==> src/verilog/sbl_pkg.sv <==
// package: constants, types and layouts for the secure boot image loader
package sbl_pkg;
  // security word bit positions
  localparam int SEC_NO_TAP      = 0;
  localparam int SEC_NO_LINK     = 1;
  localparam int SEC_OTP_BOOT    = 5;
  localparam int SEC_REDUNDANT   = 7;
  localparam int SEC_LOCK_LO     = 8;
  localparam int SEC_LOCK_HI     = 11;
  localparam int SEC_MASTER_LOCK = 12;
  localparam int SEC_NO_TAP_OTP  = 13;
  localparam int SEC_GP_LO       = 15;
  localparam int SEC_GP_HI       = 21;
  localparam int SEC_UID_LO      = 22;
  localparam int SEC_UID_HI      = 31;
  localparam int NUM_SECTORS     = 4;
  localparam int SECTOR_ROWS     = 512;
  localparam int OTP_ADDR_W      = 11;
  localparam logic [OTP_ADDR_W-1:0] OTP_SEC_ROW  = 11'h7FF; // security word row
  localparam logic [OTP_ADDR_W-1:0] OTP_BOOT_ROW = 11'h000; // image start row
  // otp programming port resource identifiers
  localparam logic [23:0] RES_OTP_ADDR = 24'h100200;
  localparam logic [23:0] RES_OTP_DATA = 24'h200100;
  localparam logic [23:0] RES_OTP_CTRL = 24'h100300;
  // crc
  localparam logic [31:0] CRC_POLY     = 32'hEDB88320;
  localparam logic [31:0] CRC_INIT     = 32'hFFFFFFFF;
  localparam logic [31:0] NO_CRC_MAGIC = 32'h0D15AB1E;
  // timing: internal reset process before boot
  localparam int CLK_MHZ       = 40;
  localparam int RST_PROC_US   = 15;
  localparam int RST_PROC_CYC  = RST_PROC_US * CLK_MHZ;
  // register map over the plain port
  localparam logic [3:0] REG_SEC     = 4'h0;
  localparam logic [3:0] REG_STATUS  = 4'h1;
  localparam logic [3:0] REG_GP      = 4'h2;
  localparam logic [3:0] REG_USERC   = 4'h3;
  localparam logic [3:0] REG_PROGLEN = 4'h4;
  localparam logic [3:0] REG_CRC     = 4'h5;
  localparam logic [3:0] REG_PROGREQ = 4'h6;
  // status bit positions
  localparam int ST_BUSY = 0;
  localparam int ST_DONE = 1;
  localparam int ST_ERR  = 2;
  localparam int ST_SRC  = 3;
  // byte stream element from the image source
  typedef struct packed {
    logic       valid;
    logic [7:0] data;
  } sbl_byte_t;
  // ram write port
  typedef struct packed {
    logic        we;
    logic [15:0] addr;
    logic [31:0] data;
  } sbl_ram_wr_t;
  // security controls derived from the word
  typedef struct packed {
    logic       tap_off;
    logic       link_off;
    logic       redundant_on;
    logic [3:0] sector_lock;
    logic       tap_otp_off;
  } sbl_sec_ctl_t;
endpackage

==> src/verilog/sbl_loader.sv <==
// secure boot image loader: security word fetch, image load, crc check, start
`timescale 1ns/1ps
module sbl_loader #(
  parameter int GPIO_W   = 16,
  parameter int RST_CYC  = sbl_pkg::RST_PROC_CYC
) (
  input  wire logic                    clk,
  input  wire logic                    rst_b,
  // otp read port, data one cycle after request
  output logic                         otp_rd_reg,
  output logic [sbl_pkg::OTP_ADDR_W-1:0] otp_addr_reg,
  input  wire logic [31:0]             otp_rdata,
  // flash byte stream
  output logic                         flash_req_reg,
  input  wire sbl_pkg::sbl_byte_t      flash_byte,
  // ram write port and processor start
  output sbl_pkg::sbl_ram_wr_t         ram_wr_reg,
  output logic                         cpu_start_reg,
  output logic [15:0]                  cpu_pc_reg,
  output logic                         boot_err_reg,
  // gpio pull-down enables
  output logic [GPIO_W-1:0]            gpio_pd_reg,
  // security controls
  output sbl_pkg::sbl_sec_ctl_t        sec_ctl_reg,
  output logic [31:0]                  usercode_reg,
  // otp programming request from resource ports
  input  wire logic [23:0]             prog_res_id,
  input  wire logic [15:0]             prog_addr,
  input  wire logic                    prog_req,
  output logic                         prog_grant_reg,
  // register port
  input  wire logic [3:0]              reg_addr,
  input  wire logic [31:0]             reg_wdata,
  input  wire logic                    reg_wr,
  input  wire logic                    reg_rd,
  output logic [31:0]                  reg_rdata_reg
);
  //////////////////////////////////////////////////////////////////////
  // state machine
  typedef enum logic [2:0] {
    S_RESET = 3'b000,  // internal reset process
    S_SEC   = 3'b001,  // read security word
    S_SECW  = 3'b010,  // wait for otp data
    S_LOAD  = 3'b011,  // stream image bytes
    S_DONE  = 3'b100,  // program started
    S_ERR   = 3'b101   // check failed
  } sbl_state_t;

  sbl_state_t  state_reg;            // current state
  logic [31:0] rst_cnt_reg;          // reset process counter
  logic [31:0] sec_reg;              // security word
  logic [1:0]  bidx_reg;             // byte within word
  logic [31:0] word_reg;             // assembling word
  logic [31:0] len_reg;              // program length in words
  logic [31:0] wcnt_reg;             // words received
  logic [1:0]  phase_reg;            // 0 len, 1 prog, 2 check
  logic [31:0] crc_reg;              // running crc
  logic        src_otp_reg;          // boot source otp
  logic        otp_pend_reg;         // otp data due this cycle
  logic        otp_new_reg;          // otp data stands this cycle only
  logic [31:0] otp_word_reg;         // held otp word for later bytes
  logic [7:0]  in_byte;              // current byte
  logic        in_valid;             // byte present
  logic [31:0] word_next;            // word with new byte
  logic [31:0] crc_next;             // crc after new byte

  //////////////////////////////////////////////////////////////////////
  // byte source select: otp words split lsb first, or flash bytes
  always_comb
  begin
    if (src_otp_reg)
    begin
      in_valid = otp_pend_reg;
      // fresh word straight from the array, later bytes from the held copy
      in_byte  = otp_new_reg ? otp_rdata[8*bidx_reg +: 8]
                             : otp_word_reg[8*bidx_reg +: 8];
    end
    else
    begin
      in_valid = flash_byte.valid;
      in_byte  = flash_byte.data;
    end
    word_next = {in_byte, word_reg[31:8]};
  end

  // bitwise reflected crc step
  always_comb
  begin
    crc_next = crc_reg ^ {24'h000000, in_byte};
    for (int i = 0; i < 8; i++)
      crc_next = crc_next[0] ? ((crc_next >> 1) ^ sbl_pkg::CRC_POLY)
                             : (crc_next >> 1);
  end

  //////////////////////////////////////////////////////////////////////
  // main sequencer
  always_ff @(posedge clk or negedge rst_b)
  begin
    if (!rst_b)
    begin
      state_reg     <= S_RESET;
      rst_cnt_reg   <= 32'h00000000;
      sec_reg       <= 32'h00000000;
      bidx_reg      <= 2'h0;
      word_reg      <= 32'h00000000;
      len_reg       <= 32'h00000000;
      wcnt_reg      <= 32'h00000000;
      phase_reg     <= 2'h0;
      crc_reg       <= sbl_pkg::CRC_INIT;
      src_otp_reg   <= 1'b0;
      otp_pend_reg  <= 1'b0;
      otp_new_reg   <= 1'b0;
      otp_word_reg  <= 32'h00000000;
      otp_rd_reg    <= 1'b0;
      otp_addr_reg  <= '0;
      flash_req_reg <= 1'b0;
      ram_wr_reg    <= '0;
      cpu_start_reg <= 1'b0;
      cpu_pc_reg    <= 16'h0000;
      boot_err_reg  <= 1'b0;
    end
    else
    begin
      otp_rd_reg    <= 1'b0;
      ram_wr_reg.we <= 1'b0;
      otp_pend_reg  <= otp_rd_reg;
      otp_new_reg   <= otp_rd_reg;
      // array data only stands one cycle: keep it for bytes 1 to 3
      if (otp_new_reg)
        otp_word_reg <= otp_rdata;
      unique case (state_reg)
        S_RESET:
        begin
          if (rst_cnt_reg == 32'(RST_CYC - 1))
            state_reg <= S_SEC;
          else
            rst_cnt_reg <= rst_cnt_reg + 32'h00000001;
        end
        S_SEC:
        begin
          otp_rd_reg   <= 1'b1;
          otp_addr_reg <= sbl_pkg::OTP_SEC_ROW;
          state_reg    <= S_SECW;
        end
        S_SECW:
        begin
          if (otp_pend_reg)
          begin
            sec_reg      <= otp_rdata;
            src_otp_reg  <= otp_rdata[sbl_pkg::SEC_OTP_BOOT];
            otp_addr_reg <= sbl_pkg::OTP_BOOT_ROW;
            otp_rd_reg   <= otp_rdata[sbl_pkg::SEC_OTP_BOOT];
            flash_req_reg <= !otp_rdata[sbl_pkg::SEC_OTP_BOOT];
            state_reg    <= S_LOAD;
          end
        end
        S_LOAD:
        begin
          // otp: keep a word in flight while its bytes are consumed
          if (src_otp_reg && otp_pend_reg && bidx_reg != 2'h3)
            otp_pend_reg <= 1'b1;
          if (in_valid)
          begin
            word_reg <= word_next;
            bidx_reg <= bidx_reg + 2'h1;
            if (phase_reg != 2'h2)
              crc_reg <= crc_next;
            if (bidx_reg == 2'h3)
            begin
              if (src_otp_reg)
              begin
                otp_rd_reg   <= 1'b1;
                otp_addr_reg <= otp_addr_reg + 1'b1;
              end
              unique case (phase_reg)
                2'h0:
                begin
                  len_reg   <= word_next;
                  phase_reg <= (word_next == 32'h00000000) ? 2'h2 : 2'h1;
                end
                2'h1:
                begin
                  ram_wr_reg.we   <= 1'b1;
                  ram_wr_reg.addr <= 16'(wcnt_reg << 2);
                  ram_wr_reg.data <= word_next;
                  wcnt_reg        <= wcnt_reg + 32'h00000001;
                  if (wcnt_reg + 32'h00000001 == len_reg)
                    phase_reg <= 2'h2;
                end
                default:
                begin
                  flash_req_reg <= 1'b0;
                  otp_rd_reg    <= 1'b0;
                  if (word_next == sbl_pkg::NO_CRC_MAGIC ||
                      word_next == ~crc_reg)
                  begin
                    cpu_start_reg <= 1'b1;
                    cpu_pc_reg    <= 16'h0000;
                    state_reg     <= S_DONE;
                  end
                  else
                  begin
                    boot_err_reg <= 1'b1;
                    state_reg    <= S_ERR;
                  end
                end
              endcase
            end
          end
        end
        S_DONE: ;
        S_ERR: ;
        default: state_reg <= S_ERR;
      endcase
    end
  end

  //////////////////////////////////////////////////////////////////////
  // gpio pull-downs: on in reset, released when boot starts
  always_ff @(posedge clk or negedge rst_b)
  begin
    if (!rst_b)
      gpio_pd_reg <= '1;
    else if (state_reg != S_RESET)
      gpio_pd_reg <= '0;
  end

  //////////////////////////////////////////////////////////////////////
  // security controls and usercode
  always_ff @(posedge clk or negedge rst_b)
  begin
    if (!rst_b)
    begin
      sec_ctl_reg  <= '0;
      usercode_reg <= 32'h00000000;
    end
    else
    begin
      sec_ctl_reg.tap_off      <= sec_reg[sbl_pkg::SEC_NO_TAP];
      sec_ctl_reg.link_off     <= sec_reg[sbl_pkg::SEC_NO_LINK];
      sec_ctl_reg.redundant_on <= sec_reg[sbl_pkg::SEC_REDUNDANT];
      sec_ctl_reg.sector_lock  <= sec_reg[sbl_pkg::SEC_LOCK_HI:sbl_pkg::SEC_LOCK_LO];
      sec_ctl_reg.tap_otp_off  <= sec_reg[sbl_pkg::SEC_NO_TAP_OTP];
      usercode_reg <= {sec_reg[sbl_pkg::SEC_UID_HI:sbl_pkg::SEC_UID_LO], 22'h000000};
    end
  end

  //////////////////////////////////////////////////////////////////////
  // otp programming gate: sector from row address, three resource ports
  logic [1:0] prog_sector;            // addressed sector
  logic       prog_res_ok;            // known resource
  assign prog_sector = prog_addr[10:9];
  assign prog_res_ok = (prog_res_id == sbl_pkg::RES_OTP_ADDR) ||
                       (prog_res_id == sbl_pkg::RES_OTP_DATA) ||
                       (prog_res_id == sbl_pkg::RES_OTP_CTRL);

  always_ff @(posedge clk or negedge rst_b)
  begin
    if (!rst_b)
      prog_grant_reg <= 1'b0;
    else
      prog_grant_reg <= prog_req && prog_res_ok &&
                        (state_reg == S_DONE || state_reg == S_ERR) &&
                        !sec_reg[sbl_pkg::SEC_MASTER_LOCK] &&
                        !sec_reg[sbl_pkg::SEC_LOCK_LO + 32'(prog_sector)];
  end

  //////////////////////////////////////////////////////////////////////
  // register port: read data one cycle after strobe
  logic [31:0] gp_reg;                // software general purpose copy
  always_ff @(posedge clk or negedge rst_b)
  begin
    if (!rst_b)
    begin
      gp_reg        <= 32'h00000000;
      reg_rdata_reg <= 32'h00000000;
    end
    else
    begin
      if (state_reg == S_SECW && otp_pend_reg)
        gp_reg <= {25'h0000000, otp_rdata[sbl_pkg::SEC_GP_HI:sbl_pkg::SEC_GP_LO]};
      else if (reg_wr && reg_addr == sbl_pkg::REG_GP)
        gp_reg <= {25'h0000000, reg_wdata[6:0]};
      reg_rdata_reg <= 32'h00000000;
      if (reg_rd)
        unique case (reg_addr)
          sbl_pkg::REG_SEC:     reg_rdata_reg <= sec_reg;
          sbl_pkg::REG_STATUS:  reg_rdata_reg <= {28'h0000000, src_otp_reg,
                                  boot_err_reg, cpu_start_reg,
                                  state_reg != S_DONE && state_reg != S_ERR};
          sbl_pkg::REG_GP:      reg_rdata_reg <= gp_reg;
          sbl_pkg::REG_USERC:   reg_rdata_reg <= usercode_reg;
          sbl_pkg::REG_PROGLEN: reg_rdata_reg <= len_reg;
          sbl_pkg::REG_CRC:     reg_rdata_reg <= ~crc_reg;
          default:              reg_rdata_reg <= 32'h00000000;
        endcase
    end
  end

  //////////////////////////////////////////////////////////////////////
  // assertions
  a_pd_release: assert property (@(posedge clk) disable iff (!rst_b)
    (state_reg == S_RESET) |=> gpio_pd_reg == '1)
    else $error("pull-downs dropped during reset process");
  a_no_early_boot: assert property (@(posedge clk) disable iff (!rst_b)
    (state_reg != S_RESET) |-> rst_cnt_reg == 32'(RST_CYC - 1))
    else $error("boot began before reset wait");
  a_start_pc_zero: assert property (@(posedge clk) disable iff (!rst_b)
    $rose(cpu_start_reg) |-> cpu_pc_reg == 16'h0000)
    else $error("start address not zero");
  a_err_no_start: assert property (@(posedge clk) disable iff (!rst_b)
    boot_err_reg |-> !cpu_start_reg)
    else $error("error and start together");
  a_master_lock: assert property (@(posedge clk) disable iff (!rst_b)
    sec_reg[sbl_pkg::SEC_MASTER_LOCK] |=> !prog_grant_reg)
    else $error("programming granted under master lock");
  a_tap_off: assert property (@(posedge clk) disable iff (!rst_b)
    sec_reg[sbl_pkg::SEC_NO_TAP] |=> sec_ctl_reg.tap_off)
    else $error("test port not disabled");
  // a fresh otp word must always be split from its lowest byte
  a_otp_fresh_lsb: assert property (@(posedge clk) disable iff (!rst_b)
    otp_new_reg |-> bidx_reg == 2'h0)
    else $error("otp word arrived mid word");
endmodule

==> config.mk <==
export PLATFORM = sky130hd
export DESIGN_NAME = sbl_loader
export DESIGN_NICKNAME = d
export VERILOG_FILES = /design/src/verilog/sbl_pkg.sv /design/src/verilog/sbl_loader.sv
export SDC_FILE = /design/constraint.sdc
export NUM_CORES = 1
export LEC_CHECK = 0
export BUFFER_PORTS_ARGS = -buffer_cell sky130_fd_sc_hd__buf_2
export CORE_MARGIN = 8
export CORE_UTILIZATION = 40
export DETAILED_ROUTE_END_ITERATION = 8
export PLACE_DENSITY = 0.66
export REMOVE_ABC_BUFFERS = 1
export SKIP_CTS_REPAIR_TIMING = 1
export SLEW_MARGIN = 20
export SYNTH_ARGS = -nofsm -noshare
export SYNTH_HDL_FRONTEND = slang
export SYNTH_SLANG_ARGS = --single-unit
export TNS_END_PERCENT = 5
==> constraint.sdc <==
create_clock -name clk -period 3.1 [get_ports clk]
set_input_delay 0 -clock clk [delete_from_list [all_inputs] [get_ports clk]]
set_output_delay 0 -clock clk [all_outputs]
set_load 0.05 [all_outputs]
# Yosys cells after proc, flatten, opt, wreduce, memory -nomap -nowiden

Cells that the tools add are included.

Muxes and demuxes: 49
Reduce and logical (&&, ||, !) cells: 39
Shift-type cells: 2
Bitwise logic cells: 14
$lt $le $gt $ge: 1
Add/subtract/negate cells: 5
Equality and inequality tests: 30

Operator list:

| cell                                                                    | count |
|---|---|
| 32-bit two-way mux                                                      | 11 |
| 49-bit two-way mux                                                      | 4 |
| 32-bit one-hot mux with 6 select lines                                  | 1 |
| 13-bit NOT with 14-bit output                                           | 8 |
| 32-bit by 1-bit adder with 32-bit output, second input constant         | 2 |
| 32-bit equality test                                                    | 2 |
| 32-bit by 6-bit indexed part select with 8-bit output                   | 2 |
| 24-bit by 21-bit equality test with 1-bit output, second input constant | 2 |
| 11-bit two-way mux                                                      | 4 |
| 11-bit one-hot mux with 3 select lines                                  | 1 |
| 32-bit by 10-bit equality test with 1-bit output, second input constant | 1 |
| 32-bit by 28-bit equality test with 1-bit output, second input constant | 1 |
| 32-bit logical NOT                                                      | 1 |
| 32-bit NOT                                                              | 1 |
| 32-bit by 8-bit XOR with 32-bit output                                  | 1 |
| 5-bit AND reduction                                                     | 5 |
| 24-bit by 22-bit equality test with 1-bit output, second input constant | 1 |
| 2-bit inequality test, second input constant                            | 9 |
| 8-bit two-way mux                                                       | 2 |
| 3-bit two-way mux                                                       | 5 |
| 3-bit one-hot mux with 5 select lines                                   | 1 |
| 1-bit two-way mux                                                       | 14 |
| 11-bit by 1-bit adder with 11-bit output, second input constant         | 1 |
| 1-bit logical AND                                                       | 9 |
| other kinds (30)                                                        | 51 |

Output and inout port bits: 169
Bits of input ports: 122
Register bits after elaboration: 395
Logic and storage cells: 171

# Depth between registers and ports, before layout

Gate-level depths: netlist of run 1.

Word-level depth: 20
Depth in mapped cells: 10

# Worst setup path before layout of run 1

OpenSTA, ideal clock, no wires.

Kind: reg-to-reg
From: register otp_new_reg
To: register crc_reg[19]
Data required time: 3.028 ns
Library setup time: 0.072 ns
Buffers on the path: 1
Clock period less this slack: 3.130 ns
Setup slack: -0.030 ns
Cell stages (with the launch flop): 10
Arrival time: 3.058 ns
Cells stage by stage: dfrtp_1 > buf_6 > mux2_2 > mux4_2 > mux2i_4 > xnor2_2 > xor2_1 > xnor3_2 > xnor3_1 > o21ai_1

Word-level cells in the longest chain between the ends: 16
Elaborated cells on any way between the ends: 18
Those cells by class: 10 x mux; 8 x bitwise

RTL lines:

| what                                           | line              | source |
|---|---|---|
| start, declared                                | sbl_loader.sv:60  | `logic otp_new_reg;` |
| start signal, assigned                         | sbl_loader.sv:127 | `otp_new_reg <= otp_rd_reg;` |
| 8-bit two-way mux (*)                          | sbl_loader.sv:75  | `in_byte = otp_new_reg ? otp_rdata[8*bidx_reg +: 8]` |
| 8-bit two-way mux (*)                          | sbl_loader.sv:71  | `if (src_otp_reg)` |
| 32-bit by 8-bit XOR with 32-bit output (*)     | sbl_loader.sv:89  | `crc_next = crc_reg ^ {24'h000000, in_byte};` |
| 32-bit two-way mux (*) (2 in a row)            | sbl_loader.sv:91  | `crc_next = crc_next[0] ? ((crc_next >> 1) ^ sbl_pkg::CRC_POLY)` |
| 13-bit NOT with 14-bit output (no source line) | --                |  |
| 32-bit two-way mux (*)                         | sbl_loader.sv:91  |  |
| 13-bit NOT with 14-bit output (no source line) | --                |  |
| 32-bit two-way mux (*) (2 in a row)            | sbl_loader.sv:91  |  |
| 13-bit NOT with 14-bit output (no source line) | --                |  |
| 32-bit two-way mux (*)                         | sbl_loader.sv:91  |  |
| 13-bit NOT with 14-bit output (no source line) | --                |  |
| 32-bit two-way mux (*)                         | sbl_loader.sv:91  |  |
| 13-bit NOT with 14-bit output (no source line) | --                |  |
| 32-bit two-way mux (*)                         | sbl_loader.sv:91  |  |
| end signal, assigned                           | sbl_loader.sv:109 | `crc_reg <= sbl_pkg::CRC_INIT;` |
| end signal, assigned                           | sbl_loader.sv:167 | `crc_reg <= crc_next;` |
| end, declared                                  | sbl_loader.sv:57  | `logic [31:0] crc_reg;` |

Mark *: on every way between the ends. The rest lies on a longest branch, timed or not.
A chain may end at the register's enable or synchronous reset.

# Final worst setup path of run 1

From: register otp_new_reg
To: register phase_reg[1]

Word-level cells in the longest chain between the ends: 5

RTL lines:

| what                                  | line              | source |
|---|---|---|
| 8-bit two-way mux                     | sbl_loader.sv:75  |  |
| 8-bit two-way mux                     | sbl_loader.sv:71  |  |
| 32-bit logical NOT                    | sbl_loader.sv:179 | `phase_reg <= (word_next == 32'h00000000) ? 2'h2 : 2'h1;` |
| 2-bit two-way mux                     | sbl_loader.sv:179 |  |
| 2-bit one-hot mux with 2 select lines | sbl_loader.sv:175 | `unique case (phase_reg)` |
| end signal, assigned                  | sbl_loader.sv:179 |  |
| end, declared                         | sbl_loader.sv:56  | `logic [1:0] phase_reg;` |

Every way passes these cells.

==> results of run 1 <==
==> layout make-up <==
class                           instances  area (µm²)
Sequential cell                       346        8700
Antenna cell                            1        2.50
Multi-Input combinational cell       1229        7820
Clock inverter                         12         196
Clock buffer                           57        1130
Timing Repair Buffer                  368        2480
Inverter                               19        71.3
Fill cell                            3787       20800
Tap cell                              539         674
==> critical path, delay by kind of cell, from the launching register on <==
kind | cells | cell delay, ps
compound gates | 3 | 1050
mux | 3 | 1020
flops | 1 | 450
simple gates | 2 | 310
buf+inv | 2 | 280
==> worst paths after layout <==
check / start / endpoint / slack, ps / cells after the start
max: otp_new_reg$_DFF_PN0_ / phase_reg[1]$_DFFE_PN0P_ / -80 / 10
min in group asynchronous: rst_b / sec_reg[16]$_DFFE_PN0P_ / 110 / 2
max reg2reg: otp_new_reg$_DFF_PN0_ / phase_reg[1]$_DFFE_PN0P_ / -80 / 10
min reg2reg: sec_reg[31]$_DFFE_PN0P_ / usercode_reg[31]$_DFF_PN0_ / 410 / 0
max in group asynchronous: rst_b / gpio_pd_reg[14]$_DFFE_PN1N_ / 2020 / 3
min: flash_byte[8] / flash_req_reg$_DFFE_PN0P_ / -10 / 4
==> per-layer routing <==
metal / vias up / GRT usage
met3: 121 / 0.0308
met1: 6774 / 0.273
met4: 0 / 0.0956
met2: 458 / 0.347
met5: - / 0
li1: 6301 / -
==> cells by family (layout without fill, tap and decap cells) <==
logic type      count (synthesis)  count (layout)  synth area share
buf+inv                       146             456            0.0465
other cells                     1              41          0.000222
flops                         346             346             0.514
mux                            88              88            0.0685
compound gates                213             213            0.0807
xor+xnor                      190             190             0.106
simple gates                  694             694             0.181
fa+ha+maj                       4               4           0.00296
==> power by group through the flow <==
| stage | sequential (mW) | clock, mW | combinational, mW |
|---|---|---|---|
| after floorplan | 4.74 | 0 | 0.376 |
| after global placement | 4.74 | 0 | 0.700 |
| after detailed placement | 4.74 | 0 | 0.710 |
| after CTS | 4.66 | 4.87 | 0.715 |
| after global routing | 4.66 | 5.06 | 0.869 |
| final | 4.66 | 4.78 | 0.806 |
==> stage by stage <==
step	power [mW]	area, µm²	utilization	hold slack (ps)	setup slack, ps
floorplan	5.12	16400	-	-296	-1620
global placement	5.44	18900	0.452	116	20.7
detailed placement	5.45	18900	0.452	124	-57.9
CTS	10.2	20200	0.483	-435	-89.4
global route	10.6	21100	0.504	10.4	-167
finish	10.3	21100	0.504	-12.6	-83.9
==> cell usage after synthesis, drive strengths merged, types with 28 or more instances <==
cell	count
dfstp	33
o21ai	71
nand2	409
nor2	101
a221oi	29
nor4	28
xnor2	119
dfrtp	313
clkbuf	60
xor2	68
buf	67
a21oi	60
mux2	55
nand3	34
==> summary.txt, run 1 <==
Floorplanning
  – Die ar.: 49,100 µm²
  – Initial core utilization: 0.404
  – Die Y: 222 µm
  – Core Region: 41,900 µm²
  – Die W: 222 µm
  – Row Count: 75
  – Number of I/O pins: 291

Final layout
  – Most frequent cells in the layout: nand2_1, dfrtp_1, buf_2
  – Ratio of cells with drive above 1 in the final layout: 0.257
  – Max reg flops: 47
  – Final Non-Filler Cells: 2,571
  – Fin nets: 2,128
  – Area growth syn-to-layout: 24.6%
  – Commonest non-fill, non-tap cell in the layout: nand2_1

Clocking
  – Clock Sink Count: 346
  – Skew-Pair Late Insertion Delay: 530 ps
  – Max clock buf depth: 3
  – TritonCTS buffer count: 38
  – Worst-path clk slew: 60 ps
  – Clock root cell: clkbuf_16
  – CTS tree: done
  – H-Tree Depth: 2

Detailed routing
  – M1 WL: roughly 23,000 µm
  – Top Metal Used: met4
  – Met2 WL: about 26,000 µm
  – Initial DRC count: 983
  – Via count: 13,700
  – ANT nets after route: 0
  – Residual DRC: 0
  – Wire per inst: roughly 21 µm
  – Drt first pass iters: 6
  – Total Wirelength: 53,600 µm
  – Post-DR vias/cell: ~5.3
  – Met3 wire len: 2500 µm

STA
  – Max_slew headroom: 0.334
  – Final setup vio count: 6
  – Maximum clock rate: about 310 MHz
  – PnR worst setup slack: -83.9 ps
  – RSZ-0062 raised after global routing: yes
  – Final period util: 1.03
  – Least-Margin Pin Slew: roughly 1000 ps
  – Hold WS: -12.6 ps
  – Clock skew: 13.1 ps
  – Final Hold Fails: 1
  – Setup TNS: -212 ps
  – Slew Limit Fails: 0
  – Fin crit period: 3180 ps

Global route
  – Total global-route track usage: 0.211
  – Vias in the first global route: 13,600
  – Pin count of the biggest net entering global routing: 102
  – First-pass GRT wire length: 82,200 µm
  – Initial antenna violation count: 0
  – GR Overflow Total: 0

Critical path
  – CP required: 3570 ps
  – Most frequent CP cell: buf_12
  – Max incr delay on CP: roughly 490 ps
  – Type of origin of the critical path: flip-flop
  – Crit path arrival time: around 3700 ps
  – Crit-path cells: buf_12 > buf_12 > mux2_4 > mux4_2 > mux2i_4 > nand4_4 > o32a_1 > a2111o_1 > a2111oi_4 > or3_1
  – Worst setup path category: flip-flop to flip-flop
  – Crit end category: flip-flop
  – Crit-path max FO: 8
  – Worst path slowest cell: mux4_2

Flow run
  – Max-Cap Viols: 0

Power and ir drop
  – Combinational Power Share: 0.079
  – Static Leak: approximately 10 nW
  – Sw Ratio: 0.235
  – Clk pwr share: 0.467
  – Max VDD drop: between 0.0003 and 0.0004 V
  – Psw: 2.41 mW
  – Sequential group share of total power: 0.455
  – P_int: 7.84 mW
  – PwrDens: ~490 nW/µm²

Min path
  – Min-delay worst type: primary input to flip-flop

Place
  – Placed cells: 2,439
  – HPWL Detailed: 40,000 µm
  – Port Buffer Count: 211
  – GPL Wtd Cong: 0.911

Logic synthesis
  – Number of flops mapped to enable cells by yosys: 0
  – Post-Synthesis Cell Area: 16,900 µm²
  – Synth Flop Type: dfrtp_1
  – YS warnings: 0
  – Syn_area_per_cell: 10.1 µm²
  – Leading post-synthesis cells by cell area: dfrtp_1, nand2_1, xnor2_1
  – Yosys top cell area share: 0.463
  – Asr flop ratio synth: 1.00
  – Mapped Cells: 1,682
  – Leading area contributor after synthesis: dfrtp_1
  – Sequential cell area fraction in the yosys report: 0.514
  – Synthesized flop and latch total: 346
  – Yosys cell types: 77

Outcome
  – Status: finished, violations left
  – Failing checks: negative hold slack, negative setup slack
Power figures use the tool's default switching activity.
==> run 2, diff against run 1 <==
--- a/config.mk
+++ b/config.mk
@@ -8,7 +8,9 @@
 export BUFFER_PORTS_ARGS = -buffer_cell sky130_fd_sc_hd__buf_2
 export CORE_MARGIN = 8
 export CORE_UTILIZATION = 40
+export CTS_BUF_LIST = sky130_fd_sc_hd__clkbuf_4 sky130_fd_sc_hd__clkbuf_8
 export DETAILED_ROUTE_END_ITERATION = 8
+export HOLD_SLACK_MARGIN = 0.1
 export PLACE_DENSITY = 0.66
 export REMOVE_ABC_BUFFERS = 1
 export SKIP_CTS_REPAIR_TIMING = 1
==> summary.txt, run 2 (synthesis results as in run 1) <==
Outcome
  – Status: finished, violations left
  – Failing checks: negative setup slack

Detailed routing
  – Initial DRC count: approximately 1,100
  – Residual DRC: 0
  – Via count: 13,700
  – ANT nets after route: 0
  – Total Wirelength: between 50,000 and 60,000 µm
  – Drt first pass iters: 5
  – Post-DR vias/cell: 5.25
  – Wire per inst: 20.6 µm

Floorplanning
  – Row Count: between 70 and 80
  – Die ar.: 49,100 µm²
  – Die Y: about 220 µm
  – Core Region: about 42,000 µm²
  – Number of I/O pins: 291
  – Die W: around 220 µm
  – Initial core utilization: 0.404

Place
  – GPL Wtd Cong: 0.911
  – Pre-CTS WS: -57.9 ps
  – Port Buffer Count: 211
  – HPWL Detailed: 40,000 µm

Min path
  – Hold Path Cell Cnt: 5
  – WHS Endpoint: len_reg[27]$_DFFE_PN0P_
  – Min-delay worst type: primary input to flip-flop
  – Hold_sp: flash_byte[3]

Final layout
  – Fin nets: 2,157
  – Max reg flops: 47
  – Ratio of cells with drive above 1 in the final layout: 0.269
  – Most frequent cells in the layout: nand2_1, dfrtp_1, buf_2
  – FF+latch area: slightly below 9000 µm²
  – Commonest non-fill, non-tap cell in the layout: nand2_1
  – # fillers: just under 4,000
  – Area occupied by multi-input gates: 7760 µm²
  – Final Core Density: 0.504
  – Area growth syn-to-layout: 24.6%

Critical path
  – Worst setup path category: flip-flop to flip-flop
  – Crit-path cells: buf_12 > buf_4 > mux2_4 > mux4_2 > mux2i_4 > nand4_4 > o32a_1 > a2111o_1 > a2111oi_4 > or3_1
  – R2R setup slack: -60 ps
  – Crit Reg-Reg Startpoint: otp_new_reg$_DFF_PN0_
  – CP required: 3690 ps
  – Worst path slowest cell: mux4_2
  – Crit path arrival time: 3750 ps
  – Crit end category: flip-flop
  – Crit-path max FO: 9
  – Type of origin of the critical path: flip-flop
  – Max incr delay on CP: 500 ps
  – R2R Path End: phase_reg[1]$_DFFE_PN0P_
  – FF-to-FF path depth: 10

Global route
  – Initial antenna violation count: 2
  – Total global-route track usage: 0.213
  – Pin count of the biggest net entering global routing: 102
  – GR Overflow Total: 0
  – First-pass GRT wire length: slightly above 80,000 µm
  – Vias in the first global route: roughly 14,000

Clocking
  – Max clock buf depth: 3
  – Clock root cell: clkbuf_8
  – TritonCTS buffer count: 56
  – H-Tree Depth: 2
  – Skew-Pair Late Insertion Delay: 660 ps
  – CTS tree: done
  – Worst-path clk slew: 60 ps
  – Clock Sink Count: ~350

STA
  – Final setup vio count: 4
  – Fin crit period: 3160 ps
  – Final Hold Fails: 0
  – Slew Limit Fails: 0
  – PnR worst setup slack: -56.1 ps
  – Maximum clock rate: 317 MHz
  – Least-Margin Pin Slew: ~980 ps
  – Setup TNS: -117 ps
  – Clock skew: between 30 and 40 ps
  – Final period util: 1.02
  – Max_slew headroom: 0.341
  – RSZ-0062 raised after global routing: yes

Power and ir drop
  – PwrDens: 471 nW/µm²
  – Max VDD drop: 0.000303 V
  – Static Leak: about 10 nW

Flow run
  – Max-Cap Viols: 0
-- run 2: per-stage QoR --
step / instance area [µm²] / std cells / hold slack (ps) / power (mW)
2_1_floorplan: 16400 / 1594 / -296 / 5.12
3_3_place_gp: 18900 / 2439 / 116 / 5.44
4_1_cts: 20200 / 2542 / -570 / 9.92
5_1_grt: 21100 / 2617 / 100 / 10.3
3_5_place_dp: 18900 / 2439 / 124 / 5.45
6_report: 21100 / 2617 / 72.3 / 9.92
-- run 2: power breakdown --
| part | total (mW) | internal [mW] | switching (mW) |
|---|---|---|---|
| combinational | 0.808 | 0.319 | 0.488 |
| clock | 4.45 | 2.55 | 1.90 |
| sequential | 4.66 | 4.59 | 0.0740 |
-- run 2: worst max-delay path: cells and delay by family (launching register included) --
family	cells	cell delay, ps
flops	1	450
compound gates	3	1080
simple gates	2	300
buf+inv	2	290
mux	3	990
-- run 2: layout make-up --
class	instances	share of cell area
Antenna cell	2	0.000237
Clock buffer	83	0.0509
Clock inverter	20	0.00985
Inverter	19	0.00338
Multi-Input combinational cell	1229	0.368
Sequential cell	346	0.413
Tap cell	539	0.0320
Timing Repair Buffer	379	0.123
-- run 2: layer usage --
| metal | vias up | wire, µm | GRT usage |
|---|---|---|---|
| met2 | 534 | 26200 | 0.351 |
| met1 | 6708 | 22700 | 0.276 |
| li1 | 6381 | - | - |
| met5 | - | 0 | 0 |
| met4 | 0 | 2220 | 0.0939 |
| met3 | 114 | 2820 | 0.0299 |
-- run 2: worst max path at each step --
| stage | end | start |
|---|---|---|
| after global placement | phase_reg[0]$_DFFE_PN0P_ | otp_new_reg$_DFF_PN0_ |
| after global routing | crc_reg[19]$_DFFE_PN1P_ | otp_new_reg$_DFF_PN0_ |
| final | phase_reg[1]$_DFFE_PN0P_ | otp_new_reg$_DFF_PN0_ |
| after detailed placement | phase_reg[1]$_DFFE_PN0P_ | otp_new_reg$_DFF_PN0_ |
| after floorplan | wcnt_reg[27]$_DFFE_PN0P_ | sec_reg[5]$_DFFE_PN0P_ |
| after CTS | phase_reg[1]$_DFFE_PN0P_ | otp_new_reg$_DFF_PN0_ |
